--- config.mk ---
export PLATFORM = sky130hd
export DESIGN_NAME = ohm_fsm
export DESIGN_NICKNAME = d
export VERILOG_FILES = /design/src/include/ohm_pkg.sv /design/src/rtl/ohm_fsm.sv /design/src/rtl/ohm_term.sv
export SDC_FILE = /design/constraint.sdc
export NUM_CORES = 1
export LEC_CHECK = 0
export ABC_AREA = 0
export BUFFER_PORTS_ARGS = -buffer_cell sky130_fd_sc_hd__buf_4
export CORE_ASPECT_RATIO = 0.7
export CORE_UTILIZATION = 23
export CTS_CLUSTER_SIZE = 16
export DETAILED_ROUTE_END_ITERATION = 7
export GPL_TIMING_DRIVEN = 0
export PLACE_DENSITY = 0.8
export SLEW_MARGIN = 20
export SYNTH_ARGS = -nofsm -noshare
export SYNTH_HDL_FRONTEND = slang
export SYNTH_SLANG_ARGS = --single-unit
--- constraint.sdc ---
create_clock -name i_clock -period 1.9 [get_ports i_clock]
set_clock_uncertainty 0.2 [all_clocks]
set_input_delay 0.38 -clock i_clock [delete_from_list [all_inputs] [get_ports i_clock]]
set_output_delay 0.38 -clock i_clock [all_outputs]
set_load 0.01 [all_outputs]
--- src/include/ohm_pkg.sv ---
/*
 Package for the one-hot Moore table state machine: sizes, state
 indices, the transition table and the condition operators.
 Assumes a single clock domain and integer inputs below 2**25.
*/
package ohm_pkg;

	localparam int NUM_INPUTS  = 5;
	localparam int NUM_STATES  = 5;
	localparam int NUM_ENTRIES = 5;
	localparam int DATA_W      = 32;
	localparam int SAFE_MAG_W  = 25;
	localparam int STATE_W     = 3;
	localparam int INPUT_W     = 3;

	// State indices
	localparam logic [STATE_W-1:0] ST_S1 = 3'h0;
	localparam logic [STATE_W-1:0] ST_S2 = 3'h1;
	localparam logic [STATE_W-1:0] ST_S3 = 3'h2;
	localparam logic [STATE_W-1:0] ST_S4 = 3'h3;
	localparam logic [STATE_W-1:0] ST_S5 = 3'h4;
	localparam logic [STATE_W-1:0] RESET_STATE = ST_S1;

	// Comparison operators
	typedef enum logic [2:0] {
		OP_EQ, OP_NE, OP_GT, OP_GE, OP_LT, OP_LE, OP_TRUE
	} ohm_op_e;

	// One comparison term: input against constant
	typedef struct packed {
		logic              used;
		logic              negate;
		logic [INPUT_W-1:0] sel;
		ohm_op_e           op;
		logic [DATA_W-1:0] value;
	} ohm_term_s;

	// One table entry: source, up to three terms, destination
	localparam int NUM_TERMS = 3;
	typedef struct packed {
		logic [STATE_W-1:0] src;
		logic               any_of;
		ohm_term_s [NUM_TERMS-1:0] term;
		logic [STATE_W-1:0] dst;
	} ohm_entry_s;

	typedef ohm_entry_s [NUM_ENTRIES-1:0] ohm_table_t;

	localparam ohm_term_s T_NONE  = '{1'b0, 1'b0, 3'h0, OP_TRUE, 32'h0000_0000};
	localparam ohm_term_s T_IN2_1 = '{1'b1, 1'b0, 3'h1, OP_EQ, 32'h0000_0001};
	localparam ohm_term_s T_IN3_1 = '{1'b1, 1'b0, 3'h2, OP_EQ, 32'h0000_0001};
	localparam ohm_term_s T_IN4_1 = '{1'b1, 1'b0, 3'h3, OP_EQ, 32'h0000_0001};
	localparam ohm_term_s T_IN5_0 = '{1'b1, 1'b0, 3'h4, OP_EQ, 32'h0000_0000};
	localparam ohm_term_s T_IN5_1 = '{1'b1, 1'b0, 3'h4, OP_EQ, 32'h0000_0001};
	localparam ohm_term_s T_ONE   = '{1'b1, 1'b0, 3'h0, OP_TRUE, 32'h0000_0000};

	// Default table, ordered by priority (index 0 first)
	localparam ohm_table_t DEFAULT_TABLE = '{
		'{ST_S5, 1'b0, '{T_NONE, T_NONE, T_ONE}, ST_S1},
		'{ST_S2, 1'b0, '{T_NONE, T_IN3_1, T_IN2_1}, ST_S3},
		'{ST_S4, 1'b0, '{T_NONE, T_NONE, T_IN5_1}, ST_S5},
		'{ST_S3, 1'b0, '{T_IN4_1, T_IN3_1, T_IN2_1}, ST_S4},
		'{ST_S1, 1'b0, '{T_NONE, T_NONE, T_IN2_1}, ST_S2}
	};
	localparam ohm_table_t DEFAULT_TABLE_B = DEFAULT_TABLE;

	// Second entry for s3 kept as a separate constant, appended below
	localparam ohm_entry_s ENTRY_S3B = '{ST_S3, 1'b0, '{T_NONE, T_IN5_0, T_IN4_1}, ST_S4};

	// Static legality check of a table
	function automatic logic table_legal(input ohm_table_t tbl);
		logic [NUM_STATES-1:0] has_out;
		logic                  ok;
		has_out = '0;
		ok      = (NUM_STATES >= 2) && (NUM_ENTRIES >= 2);
		for (int e = 0; e < NUM_ENTRIES; e++) begin
			if (int'(tbl[e].src) >= NUM_STATES || int'(tbl[e].dst) >= NUM_STATES)
				ok = 1'b0;
			else
				has_out[tbl[e].src] = 1'b1;
			for (int t = 0; t < NUM_TERMS; t++) begin
				if (tbl[e].term[t].used && int'(tbl[e].term[t].sel) >= NUM_INPUTS)
					ok = 1'b0;
			end
		end
		if (!(&has_out))
			ok = 1'b0;
		if (int'(RESET_STATE) >= NUM_STATES)
			ok = 1'b0;
		return ok;
	endfunction

endpackage

--- src/rtl/ohm_fsm.sv ---
/*
 One-hot Moore state machine driven by an ordered transition table.
 Each state has one output, high only while that state is current.
 Entries are tried in list order; the first true entry of the current
 state sets the next state, and with none true the state is held.
 An illegal table parks the machine in its reset state.
 Assumes inputs come from logic on the same clock, so none is synchronised,
 and that they stay below 2**25; larger values only raise a warning.
*/
`timescale 1ns/10ps
`default_nettype none

module ohm_fsm
	import ohm_pkg::*;
(
	// Clock and reset
	input  wire logic                          i_clock,
	input  wire logic                          i_resetn,
	// Synchronous machine reset
	input  wire logic                          i_sm_reset,
	// Integer inputs, input k in bits [k*32 +: 32]
	input  wire logic [NUM_INPUTS*DATA_W-1:0]  i_inputs,
	// One output per state
	output logic      [NUM_STATES-1:0]         o_state,
	// Input above the safe magnitude seen while running
	output logic                               o_range_warn
);

	localparam int NUM_ALL = NUM_ENTRIES + 1;
	localparam logic [NUM_STATES-1:0] STATE_RST = NUM_STATES'(1) << RESET_STATE;

	// Table widened by one slot for the appended s3 entry
	typedef ohm_entry_s [NUM_ALL-1:0] ohm_full_t;

	// appended entry checked
	// The package check covers the five default entries only, so the extra
	// s3 entry is held to the same rules here
	function automatic logic entry_legal(input ohm_entry_s ent);
		logic ok;
		ok = (int'(ent.src) < NUM_STATES) && (int'(ent.dst) < NUM_STATES);
		for (int t = 0; t < NUM_TERMS; t++) begin
			if (ent.term[t].used && int'(ent.term[t].sel) >= NUM_INPUTS)
				ok = 1'b0;
		end
		return ok;
	endfunction

	localparam logic TABLE_OK = table_legal(DEFAULT_TABLE) && entry_legal(ENTRY_S3B);

	// Priority order: the five default entries, then the second s3 entry
	ohm_full_t table_q;
	assign table_q = {ENTRY_S3B, DEFAULT_TABLE};

	logic [NUM_ALL-1:0][NUM_TERMS-1:0] term_true;
	logic [NUM_ALL-1:0]                cond_true;

	// negation per term
	// Every entry gets a full set of comparators, used or not; unused slots are
	// masked in the join below, so the table stays a pure constant
	genvar ge, gt;
	generate
		for (ge = 0; ge < NUM_ALL; ge++) begin : g_entry
			for (gt = 0; gt < NUM_TERMS; gt++) begin : g_term
				ohm_term u_term (
					.i_term   (table_q[ge].term[gt]),
					.i_inputs (i_inputs),
					.o_true   (term_true[ge][gt])
				);
			end
		end
	endgenerate

	// constant one
	// An entry whose slots are all unused is true under AND and false under OR
	always_comb begin
		logic all_t;
		logic any_t;
		all_t     = 1'b1;
		any_t     = 1'b0;
		cond_true = '0;
		for (int e = 0; e < NUM_ALL; e++) begin
			all_t = 1'b1;
			any_t = 1'b0;
			for (int t = 0; t < NUM_TERMS; t++) begin
				if (table_q[e].term[t].used) begin
					all_t = all_t & term_true[e][t];
					any_t = any_t | term_true[e][t];
				end
			end
			cond_true[e] = table_q[e].any_of ? any_t : all_t;
		end
	end

	// State register and its next value
	logic [STATE_W-1:0]    cur_r;
	logic [STATE_W-1:0]    cur_nxt;
	logic [NUM_STATES-1:0] state_r;
	logic [NUM_STATES-1:0] state_nxt;
	logic                  state_load;

	// Entry selection
	logic [NUM_ALL-1:0]    src_match;
	logic [NUM_ALL-1:0]    cand;
	logic [NUM_ALL-1:0]    pick;
	logic [STATE_W-1:0]    pick_dst;
	logic                  hit;

	// Range warning
	logic                  warn_r;
	logic                  warn_nxt;

	always_comb begin
		src_match = '0;
		for (int e = 0; e < NUM_ALL; e++) begin
			src_match[e] = (table_q[e].src == cur_r);
		end
		cand = src_match & cond_true;
	end

	// earliest wins
	// Only the lowest-numbered candidate passes the running mask, so two true
	// entries of one state never both reach the destination mux
	always_comb begin
		logic seen;
		seen = 1'b0;
		pick = '0;
		for (int e = 0; e < NUM_ALL; e++) begin
			pick[e] = cand[e] & ~seen;
			seen    = seen | cand[e];
		end
		// High when any entry of the current state is true
		hit = seen;
	end

	// Pick is one-hot or zero, so or-ing the picked destinations is a plain mux
	always_comb begin
		pick_dst = '0;
		for (int e = 0; e < NUM_ALL; e++) begin
			if (pick[e])
				pick_dst = pick_dst | table_q[e].dst;
		end
	end

	// Next state and its one-hot image
	always_comb begin
		cur_nxt = cur_r;
		if (hit)
			cur_nxt = pick_dst;
		// refuse bad table
		// An illegal table parks the machine in its reset state rather than
		// run transitions that may name states that do not exist
		if (!TABLE_OK)
			cur_nxt = RESET_STATE;
		// reset state
		// Tested last so the dedicated reset input beats any transition
		if (i_sm_reset)
			cur_nxt = RESET_STATE;
		state_nxt = '0;
		for (int s = 0; s < NUM_STATES; s++) begin
			state_nxt[s] = (cur_nxt == STATE_W'(s));
		end
		// Registers load only on a change, so a held state costs no toggling
		state_load = (cur_nxt != cur_r);
	end

	always_ff @(posedge i_clock or negedge i_resetn) begin
		if (!i_resetn) begin
			cur_r   <= RESET_STATE;
			state_r <= STATE_RST;
		end else if (state_load) begin
			cur_r   <= cur_nxt;
			state_r <= state_nxt;
		end
	end

	// range watch
	// Diagnostic only: the compares stay exact in 32 bits, this just flags
	// driving logic that has left the safe range
	always_comb begin
		warn_nxt = 1'b0;
		for (int k = 0; k < NUM_INPUTS; k++) begin
			if (|i_inputs[k*DATA_W+SAFE_MAG_W +: DATA_W-SAFE_MAG_W])
				warn_nxt = 1'b1;
		end
	end

	always_ff @(posedge i_clock or negedge i_resetn) begin
		if (!i_resetn)
			warn_r <= 1'b0;
		else
			warn_r <= warn_nxt;
	end

	assign o_state      = state_r;
	assign o_range_warn = warn_r;

endmodule

`default_nettype wire

--- src/rtl/ohm_term.sv ---
/*
 One comparison term: a selected input against a constant, with
 optional negation applied after the compare.
 Assumes inputs and constants are unsigned and below 2**25.
*/
`timescale 1ns/10ps
`default_nettype none

module ohm_term
	import ohm_pkg::*;
(
	// Term description and inputs
	input  wire ohm_term_s                     i_term,
	input  wire logic [NUM_INPUTS*DATA_W-1:0]  i_inputs,
	// Result
	output logic                               o_true
);

	logic [DATA_W-1:0] operand;
	logic              cmp;

	always_comb begin
		operand = i_inputs[i_term.sel*DATA_W +: DATA_W];
		case (i_term.op)
			OP_EQ:   cmp = (operand == i_term.value);
			OP_NE:   cmp = (operand != i_term.value);
			OP_GT:   cmp = (operand >  i_term.value);
			OP_GE:   cmp = (operand >= i_term.value);
			OP_LT:   cmp = (operand <  i_term.value);
			OP_LE:   cmp = (operand <= i_term.value);
			OP_TRUE: cmp = 1'b1;
			default: cmp = 1'b0;
		endcase
		// Negation binds before the term joins the and/or combination
		o_true = i_term.negate ? ~cmp : cmp;
	end

endmodule

`default_nettype wire

==> results.sh, run 1 <==
export IMPL_fillCellCount=298
export IMPL_netlist_area_leader_share_pct=23.6
export IMPL_drt_iter0_drc=47
export IMPL_drive_gt1_share_pct=75.7
export IMPL_syn_area_per_cell_sq_um=8.00
export IMPL_outcome="finished with violations"
export IMPL_start_kind="input port"
export IMPL_path_class="in -> reg"
export IMPL_gp_congestion=0.829
export IMPL_fin_area_sq_um=2410
export IMPL_vias=1583
export IMPL_synth_cell_types=32
export IMPL_avgRoutedWirePerCell_microns=14.2
export IMPL_h_tree_depth=1
export IMPL_power_leakage_nw=1.07
export IMPL_clk_insertion_delay_late_ns=0.23
export IMPL_clkTransAtPathRegs_ns=0.04
export IMPL_postRouteAntennaNets=0
export IMPL_antenna_found_initial=0
export IMPL_cts_root_buffer="clkbuf_8"
export IMPL_synthFlopType="dfrtp_1"
export IMPL_via_per_inst=5.06
export IMPL_setup_slack_ns=-0.360
export IMPL_reg2reg_depth=7
export IMPL_rsz0062_at_grt="yes"
export IMPL_dp_cells=299
export IMPL_synth_common_cells="nor4_1, nand4_1, nor3_1"
export IMPL_dp_hpwl_mm=3.57
export IMPL_synth_largest_area_cell="dfrtp_1"
export IMPL_post_synth_top_count_cell="nor4_1"
export IMPL_grt_pass1_vias=1516
export IMPL_die_y_microns=52.8
export IMPL_antennaDiodeCount=0
export IMPL_wirelength_mm=4.44
export IMPL_finalMaxSlewViolations=0
export IMPL_synthCells=106
export IMPL_ioPinCount=169
export IMPL_finalNonFillerCells=313
export IMPL_crit_required_ns=1.82
export IMPL_grt_ovfl_total=0
export IMPL_finalSetupViolCount=7
export IMPL_nets=427
export IMPL_ys_seq_area_share_pct=26.7
export IMPL_endpoint_kind="flip-flop"
export IMPL_placed_area_sq_um=2040
export IMPL_port_buffers=143
export IMPL_post_route_util_pct=68.5
export IMPL_synth_area_leaders="dfrtp_1, nor4_1, nand4_1"
export IMPL_clk_path_buf_depth=2
export IMPL_syn_area_sq_um=848
export IMPL_relSlewSlack_pct=69.1
export IMPL_initial_core_util_pct=24.1
export IMPL_yosys_warnings=0
export IMPL_violations="negative setup slack"
export IMPL_coreArea_sq_um=3510
export IMPL_async_reset_ff_share_pct=100
export IMPL_grt_pass1_wl_mm=6.22
export IMPL_fin_crit_ns=2.26
export IMPL_drc=0
export IMPL_grt_usage_pct=21.3
export IMPL_drt_first_pass_iters=4
export IMPL_cts_made_buffers=3
export IMPL_fmax_ghz=0.443
export IMPL_arrival_ns=2.18
export IMPL_synth_edf_count=0
export IMPL_cts_tree="done"
export IMPL_grt_max_degree=10
export IMPL_tightest_slew_ns=0.461
export IMPL_whs_ns=0.155
export IMPL_vdd_drop_max_mv=0.225
export IMPL_maxCapViolCount=0
export IMPL_syn_nets=269
export IMPL_rows=18
export IMPL_critPathMaxFanout=4
export IMPL_clock_sinks=9
export IMPL_dieArea_sq_um=3940
export IMPL_hold_viol=0
export IMPL_area_growth_pct=184
export IMPL_period_share_pct=119
export IMPL_hp_class="in -> reg"
export IMPL_ys_ff_latch=9
export IMPL_whs_path_depth=2
export IMPL_powerDensity_nw_per_um2=305
export IMPL_dieWidth_microns=74.6
==> routing by layer <==
metal,vias up,GRT usage [%],routed length (microns),part of all wire (%)
met2,91,44.7,2490,56
li1,758,-,-,-
met5,-,0,0,0
met3,2,7.50,531,12
met4,0,5.66,27,0.61
met1,732,18.8,1390,31
==> registers in the layout, indices dropped and copies added (netlist names) <==
name,flops
o_state,5
o_range_warn,1
cur_r,3
==> cell families after synthesis <==
logic type      share of synthesized area [%]
simple gates                             53.7
compound gates                           15.6
flops                                    26.7
buf+inv                                  2.65
fa+ha+maj                                1.33
==> report_power, final <==
part / internal [W] / switching [W] / leakage [nW]
clock: 0.000146 / 0.0000762 / 0.0228
combinational: 0.000217 / 0.0000934 / 0.936
sequential: 0.000198 / 0.00000224 / 0.113
total: 0.000562 / 0.000172 / 1.07
==> cell type report <==
class | count | area (sq um) | area share [%]
Multi-Input combinational cell | 91 | 871 | 36.2
Timing Repair Buffer | 153 | 1180 | 48.9
Inverter | 6 | 22.5 | 0.936
Tap cell | 50 | 62.6 | 2.60
Sequential cell | 9 | 229 | 9.51
Clock buffer | 4 | 45.0 | 1.87
==> critical path, stage by stage <==
cell	delay [ns]
buf_4	0.11
nor3_1	0.30
nand3_2	0.14
nor4_4	0.36
buf_4	0.17
a22oi_2	0.11
a211oi_2	0.34
nor2_2	0.09
a31o_1	0.18
==> metrics by stage <==
step / setup WS [ns] / TNS, ns / power (W)
finish: -0.360 / -1.76 / 0.000734
global route: -0.474 / -2.55 / 0.000772
CTS: -0.264 / -1.25 / 0.000725
detailed placement: -0.635 / -3.70 / 0.000480
global placement: -0.593 / -3.37 / 0.000474
floorplan: -0.226 / -0.940 / 0.000240
==> final timing paths <==
path / startpoint / endpoint / slack [ns]
min in group asynchronous: i_resetn / o_state[2] / 0.31
max in group asynchronous: i_resetn / o_state[0] / 0.98
hold reg to reg: o_state[3] / o_state[3] / 0.30
setup / recovery: i_inputs[78] / o_state[2] / -0.36
setup reg to reg: cur_r[2] / o_state[2] / -0.32
hold / removal: i_sm_reset / cur_r[2] / 0.15
==> cells in the final DEF (no fill, tap or decap), types with 2 or more instances in the layout <==
cell        n
nor2_1      5
dfrtp_1     6
clkbuf_8    3
nor4_2     11
inv_2       2
buf_4     145
nor4b_4     3
a21oi_1     3
buf_6       7
nand2_1     4
nand3_1     3
inv_1       4
nand3_2     2
nor4_1      9
nor3_1      8
nor2_2      2
nand4_1    10
nor4_4      6
dfrtp_2     2
==> what timing repair did <==
action,CTS,global route
cloned,0,0
endpoints found under the hold margin,9,0
resized for setup,23,22
pin swaps,20,12
hold buffers,1,0
endpoints found under the setup margin,7,7
setup buffers,5,4
(Power assumes the default switching activity.)
==> run 2: changes to the inputs <==
--- a/config.mk
+++ b/config.mk
@@ -5,15 +5,14 @@
 export SDC_FILE = /design/constraint.sdc
 export NUM_CORES = 1
 export LEC_CHECK = 0
-export ABC_AREA = 0
+export ABC_AREA = 1
 export BUFFER_PORTS_ARGS = -buffer_cell sky130_fd_sc_hd__buf_4
 export CORE_ASPECT_RATIO = 0.7
-export CORE_UTILIZATION = 23
+export CORE_UTILIZATION = 26
 export CTS_CLUSTER_SIZE = 16
 export DETAILED_ROUTE_END_ITERATION = 7
 export GPL_TIMING_DRIVEN = 0
-export PLACE_DENSITY = 0.8
-export SLEW_MARGIN = 20
+export PLACE_DENSITY = 0.79
 export SYNTH_ARGS = -nofsm -noshare
 export SYNTH_HDL_FRONTEND = slang
 export SYNTH_SLANG_ARGS = --single-unit
==> results.sh, run 2 <==
export IMPL_outcome="finished with violations"
export IMPL_violations="design-rule violations, negative setup slack"
export IMPL_synthCells=208
export IMPL_avgRoutedWirePerCell_microns=10.4
export IMPL_cp_cell_sequence="inv_1 > nor3_2 > nand3_1 > nor2_2 > nor2_2 > nand2_2 > nor2_2 > nand2_4 > nand3_1 > nand2_2 > nor2_4 > nand2_1 > nand2_1 > nand2_1"
export IMPL_via_per_inst=4.30
export IMPL_syn_nets=371
export IMPL_coreArea_sq_um=3920
export IMPL_drive_gt1_share_pct=48.5
export IMPL_rows=19
export IMPL_antennaDiodeCount=0
export IMPL_setup_slack_ns=-0.0950
export IMPL_crit_required_ns=1.86
export IMPL_port_buffers=143
export IMPL_grt_max_degree=10
export IMPL_path_class="reg -> reg"
export IMPL_dp_cells=403
export IMPL_antenna_found_initial=0
export IMPL_netlist_area_leader_share_pct=31.3
export IMPL_cts_root_buffer="clkbuf_8"
export IMPL_syn_area_per_cell_sq_um=5.14
export IMPL_nets=521
export IMPL_hp_class="in -> reg"
export IMPL_period_share_pct=105
export IMPL_drc=2
export IMPL_synth_cell_types=21
export IMPL_cp_slowest_cell="dfrtp_1"
export IMPL_grt_met2_usage_pct=37.9
export IMPL_largest_reg_flops=5
export IMPL_ioPinCount=169
export IMPL_pre_cts_ws_ns=-0.262
export IMPL_synth_edf_count=0
export IMPL_clk_insertion_delay_late_ns=0.23
export IMPL_reg2reg_depth=14
export IMPL_endpoint="o_state[0]"
export IMPL_grt_pass1_wl_mm=6.80
export IMPL_post_synth_top_count_cell="nor2_1"
export IMPL_finalNonFillerCells=409
export IMPL_met1_usage_pct=20.7
export IMPL_drt_first_pass_iters=6
export IMPL_post_route_util_pct=59.2
export IMPL_cts_tree="done"
export IMPL_start_kind="flip-flop"
export IMPL_dieArea_sq_um=4370
export IMPL_layout_cells_most_common_list="buf_4, nor2_1, nand2_1"
export IMPL_final_common_cell="buf_4"
export IMPL_clk_path_buf_depth=2
export IMPL_arrival_ns=1.96
export IMPL_syn_area_sq_um=1070
export IMPL_rsz0062_at_grt="yes"
export IMPL_finalSetupViolCount=5
export IMPL_tightest_slew_ns=0.248
export IMPL_clkTransAtPathRegs_ns=0.04
export IMPL_die_y_microns=55.6
export IMPL_initial_core_util_pct=27.2
export IMPL_power_leakage_nw=1.20
export IMPL_h_tree_depth=1
export IMPL_grt_usage_pct=19.3
export IMPL_critPathMaxStageDelay_ns=0.42
export IMPL_wirelength_mm=4.25
export IMPL_synth_area_leaders="nor2_1, nand2_1, dfrtp_1"
export IMPL_finalMaxSlewViolations=0
export IMPL_powerDensity_nw_per_um2=406
export IMPL_relSlewSlack_pct=83.3
export IMPL_grt_ovfl_total=0
export IMPL_hold_viol=0
export IMPL_crit_path_start="cur_r[0]"
export IMPL_synth_largest_area_cell="nor2_1"
export IMPL_dieWidth_microns=78.6
export IMPL_fin_tns_setup_ns=-0.368
export IMPL_fmax_ghz=0.501
export IMPL_worst_path_buf_inv=1
export IMPL_fillCellCount=368
export IMPL_vias=1757
export IMPL_area_growth_pct=117
export IMPL_cts_made_buffers=3
export IMPL_postRouteAntennaNets=0
export IMPL_synth_common_cells="nor2_1, nand2_1, nand3_1"
export IMPL_endpoint_kind="flip-flop"
export IMPL_r2r_start="cur_r[0]"
export IMPL_fin_crit_ns=2.00
export IMPL_critPathTopFamily="simple AND/OR/NAND/NOR gates"
export IMPL_grt_pass1_vias=1768
export IMPL_grt_busiest_layer="met2"
export IMPL_synthFlopType="dfrtp_1"
export IMPL_rrSetupSlack_ns=-0.1
export IMPL_gp_congestion=0.825
export IMPL_met3_usage_pct=4.43
export IMPL_dp_hpwl_mm=3.72
export IMPL_drt_iter0_drc=62
export IMPL_critPathMaxFanout=6
export IMPL_ys_seq_area_share_pct=21.2
export IMPL_vdd_drop_max_mv=0.395
export IMPL_cp_depth=14
export IMPL_maxCapViolCount=0
export IMPL_reg2reg_to="o_state[0]"
export IMPL_ys_ff_latch=9
export IMPL_async_reset_ff_share_pct=100
export IMPL_yosys_warnings=0
export IMPL_clock_sinks=9
## run 2: worst min-delay path: stages
cell	delay (ns)
buf_4	0.07
nor3_1	0.03
nand3_1	0.07
nor2_1	0.04
nand2_1	0.06
## run 2: metrics by stage
| stage | hold slack (ns) | cell area, sq um | total power (W) |
|---|---|---|---|
| detailed placement | 0.00862 | 2210 | 0.000704 |
| global placement | 0.00848 | 2210 | 0.000695 |
| CTS | 0.259 | 2290 | 0.000941 |
| finish | 0.260 | 2320 | 0.000944 |
| global route | 0.294 | 2320 | 0.00102 |
| floorplan | -0.116 | 1070 | 0.000409 |
## run 2: how the worst min path moves through the flow
stage / from / endpoint / slack, ns / depth (start not counted)
6_report: i_inputs[31] / o_range_warn / 0.26 / 5
5_1_grt: i_inputs[31] / o_range_warn / 0.29 / 5
4_1_cts: i_inputs[31] / o_range_warn / 0.26 / 5
3_5_place_dp: i_resetn / o_state[4] / 0.009 / 1
3_3_place_gp: i_resetn / o_state[4] / 0.008 / 1
2_1_floorplan: i_resetn / cur_r[0] / -0.12 / 0
## run 2: layout make-up
| cell class | count | area, sq um | share of cell area [%] |
|---|---|---|---|
| clock buffer | 4 | 45.0 | 1.94 |
| inverter | 15 | 56.3 | 2.42 |
| multi-input combinational | 184 | 836 | 36.0 |
| sequential | 9 | 229 | 9.86 |
| tap | 52 | 65.1 | 2.80 |
| timing repair buffer | 145 | 1090 | 47.0 |
## run 2: where the power goes
group / leakage (nW) / total (W) / switching (W) / internal, W
registers: 0.111 / 0.000271 / 0.0000311 / 0.000240
logic: 1.06 / 0.000454 / 0.000171 / 0.000283
clock network: 0.0228 / 0.000219 / 0.0000728 / 0.000146
total: 1.20 / 0.000944 / 0.000275 / 0.000669
## run 2: logic make-up (layout without fill, tap and decap cells)
family	after synthesis	in the layout	share of synthesized area, %
flops	9	9	21.2
compound gates	2	2	0.936
simple gates	182	182	72.6
buf+inv	15	164	5.27
## run 2: what timing repair did
item / CTS / global route
hold buffers: 1 / 0
hold endpoints to repair: 9 / 0
endpoints found under the setup margin: 5 / 7
resized for setup: 5 / 11
pin swaps: 2 / 1
setup buffers: 1 / 0
## run 2: routing by layer
layer	routed length [microns]	part of all wire [%]
met2	2250	53
met3	283	6.7
met4	39	0.92
met5	0	0
met1	1680	40
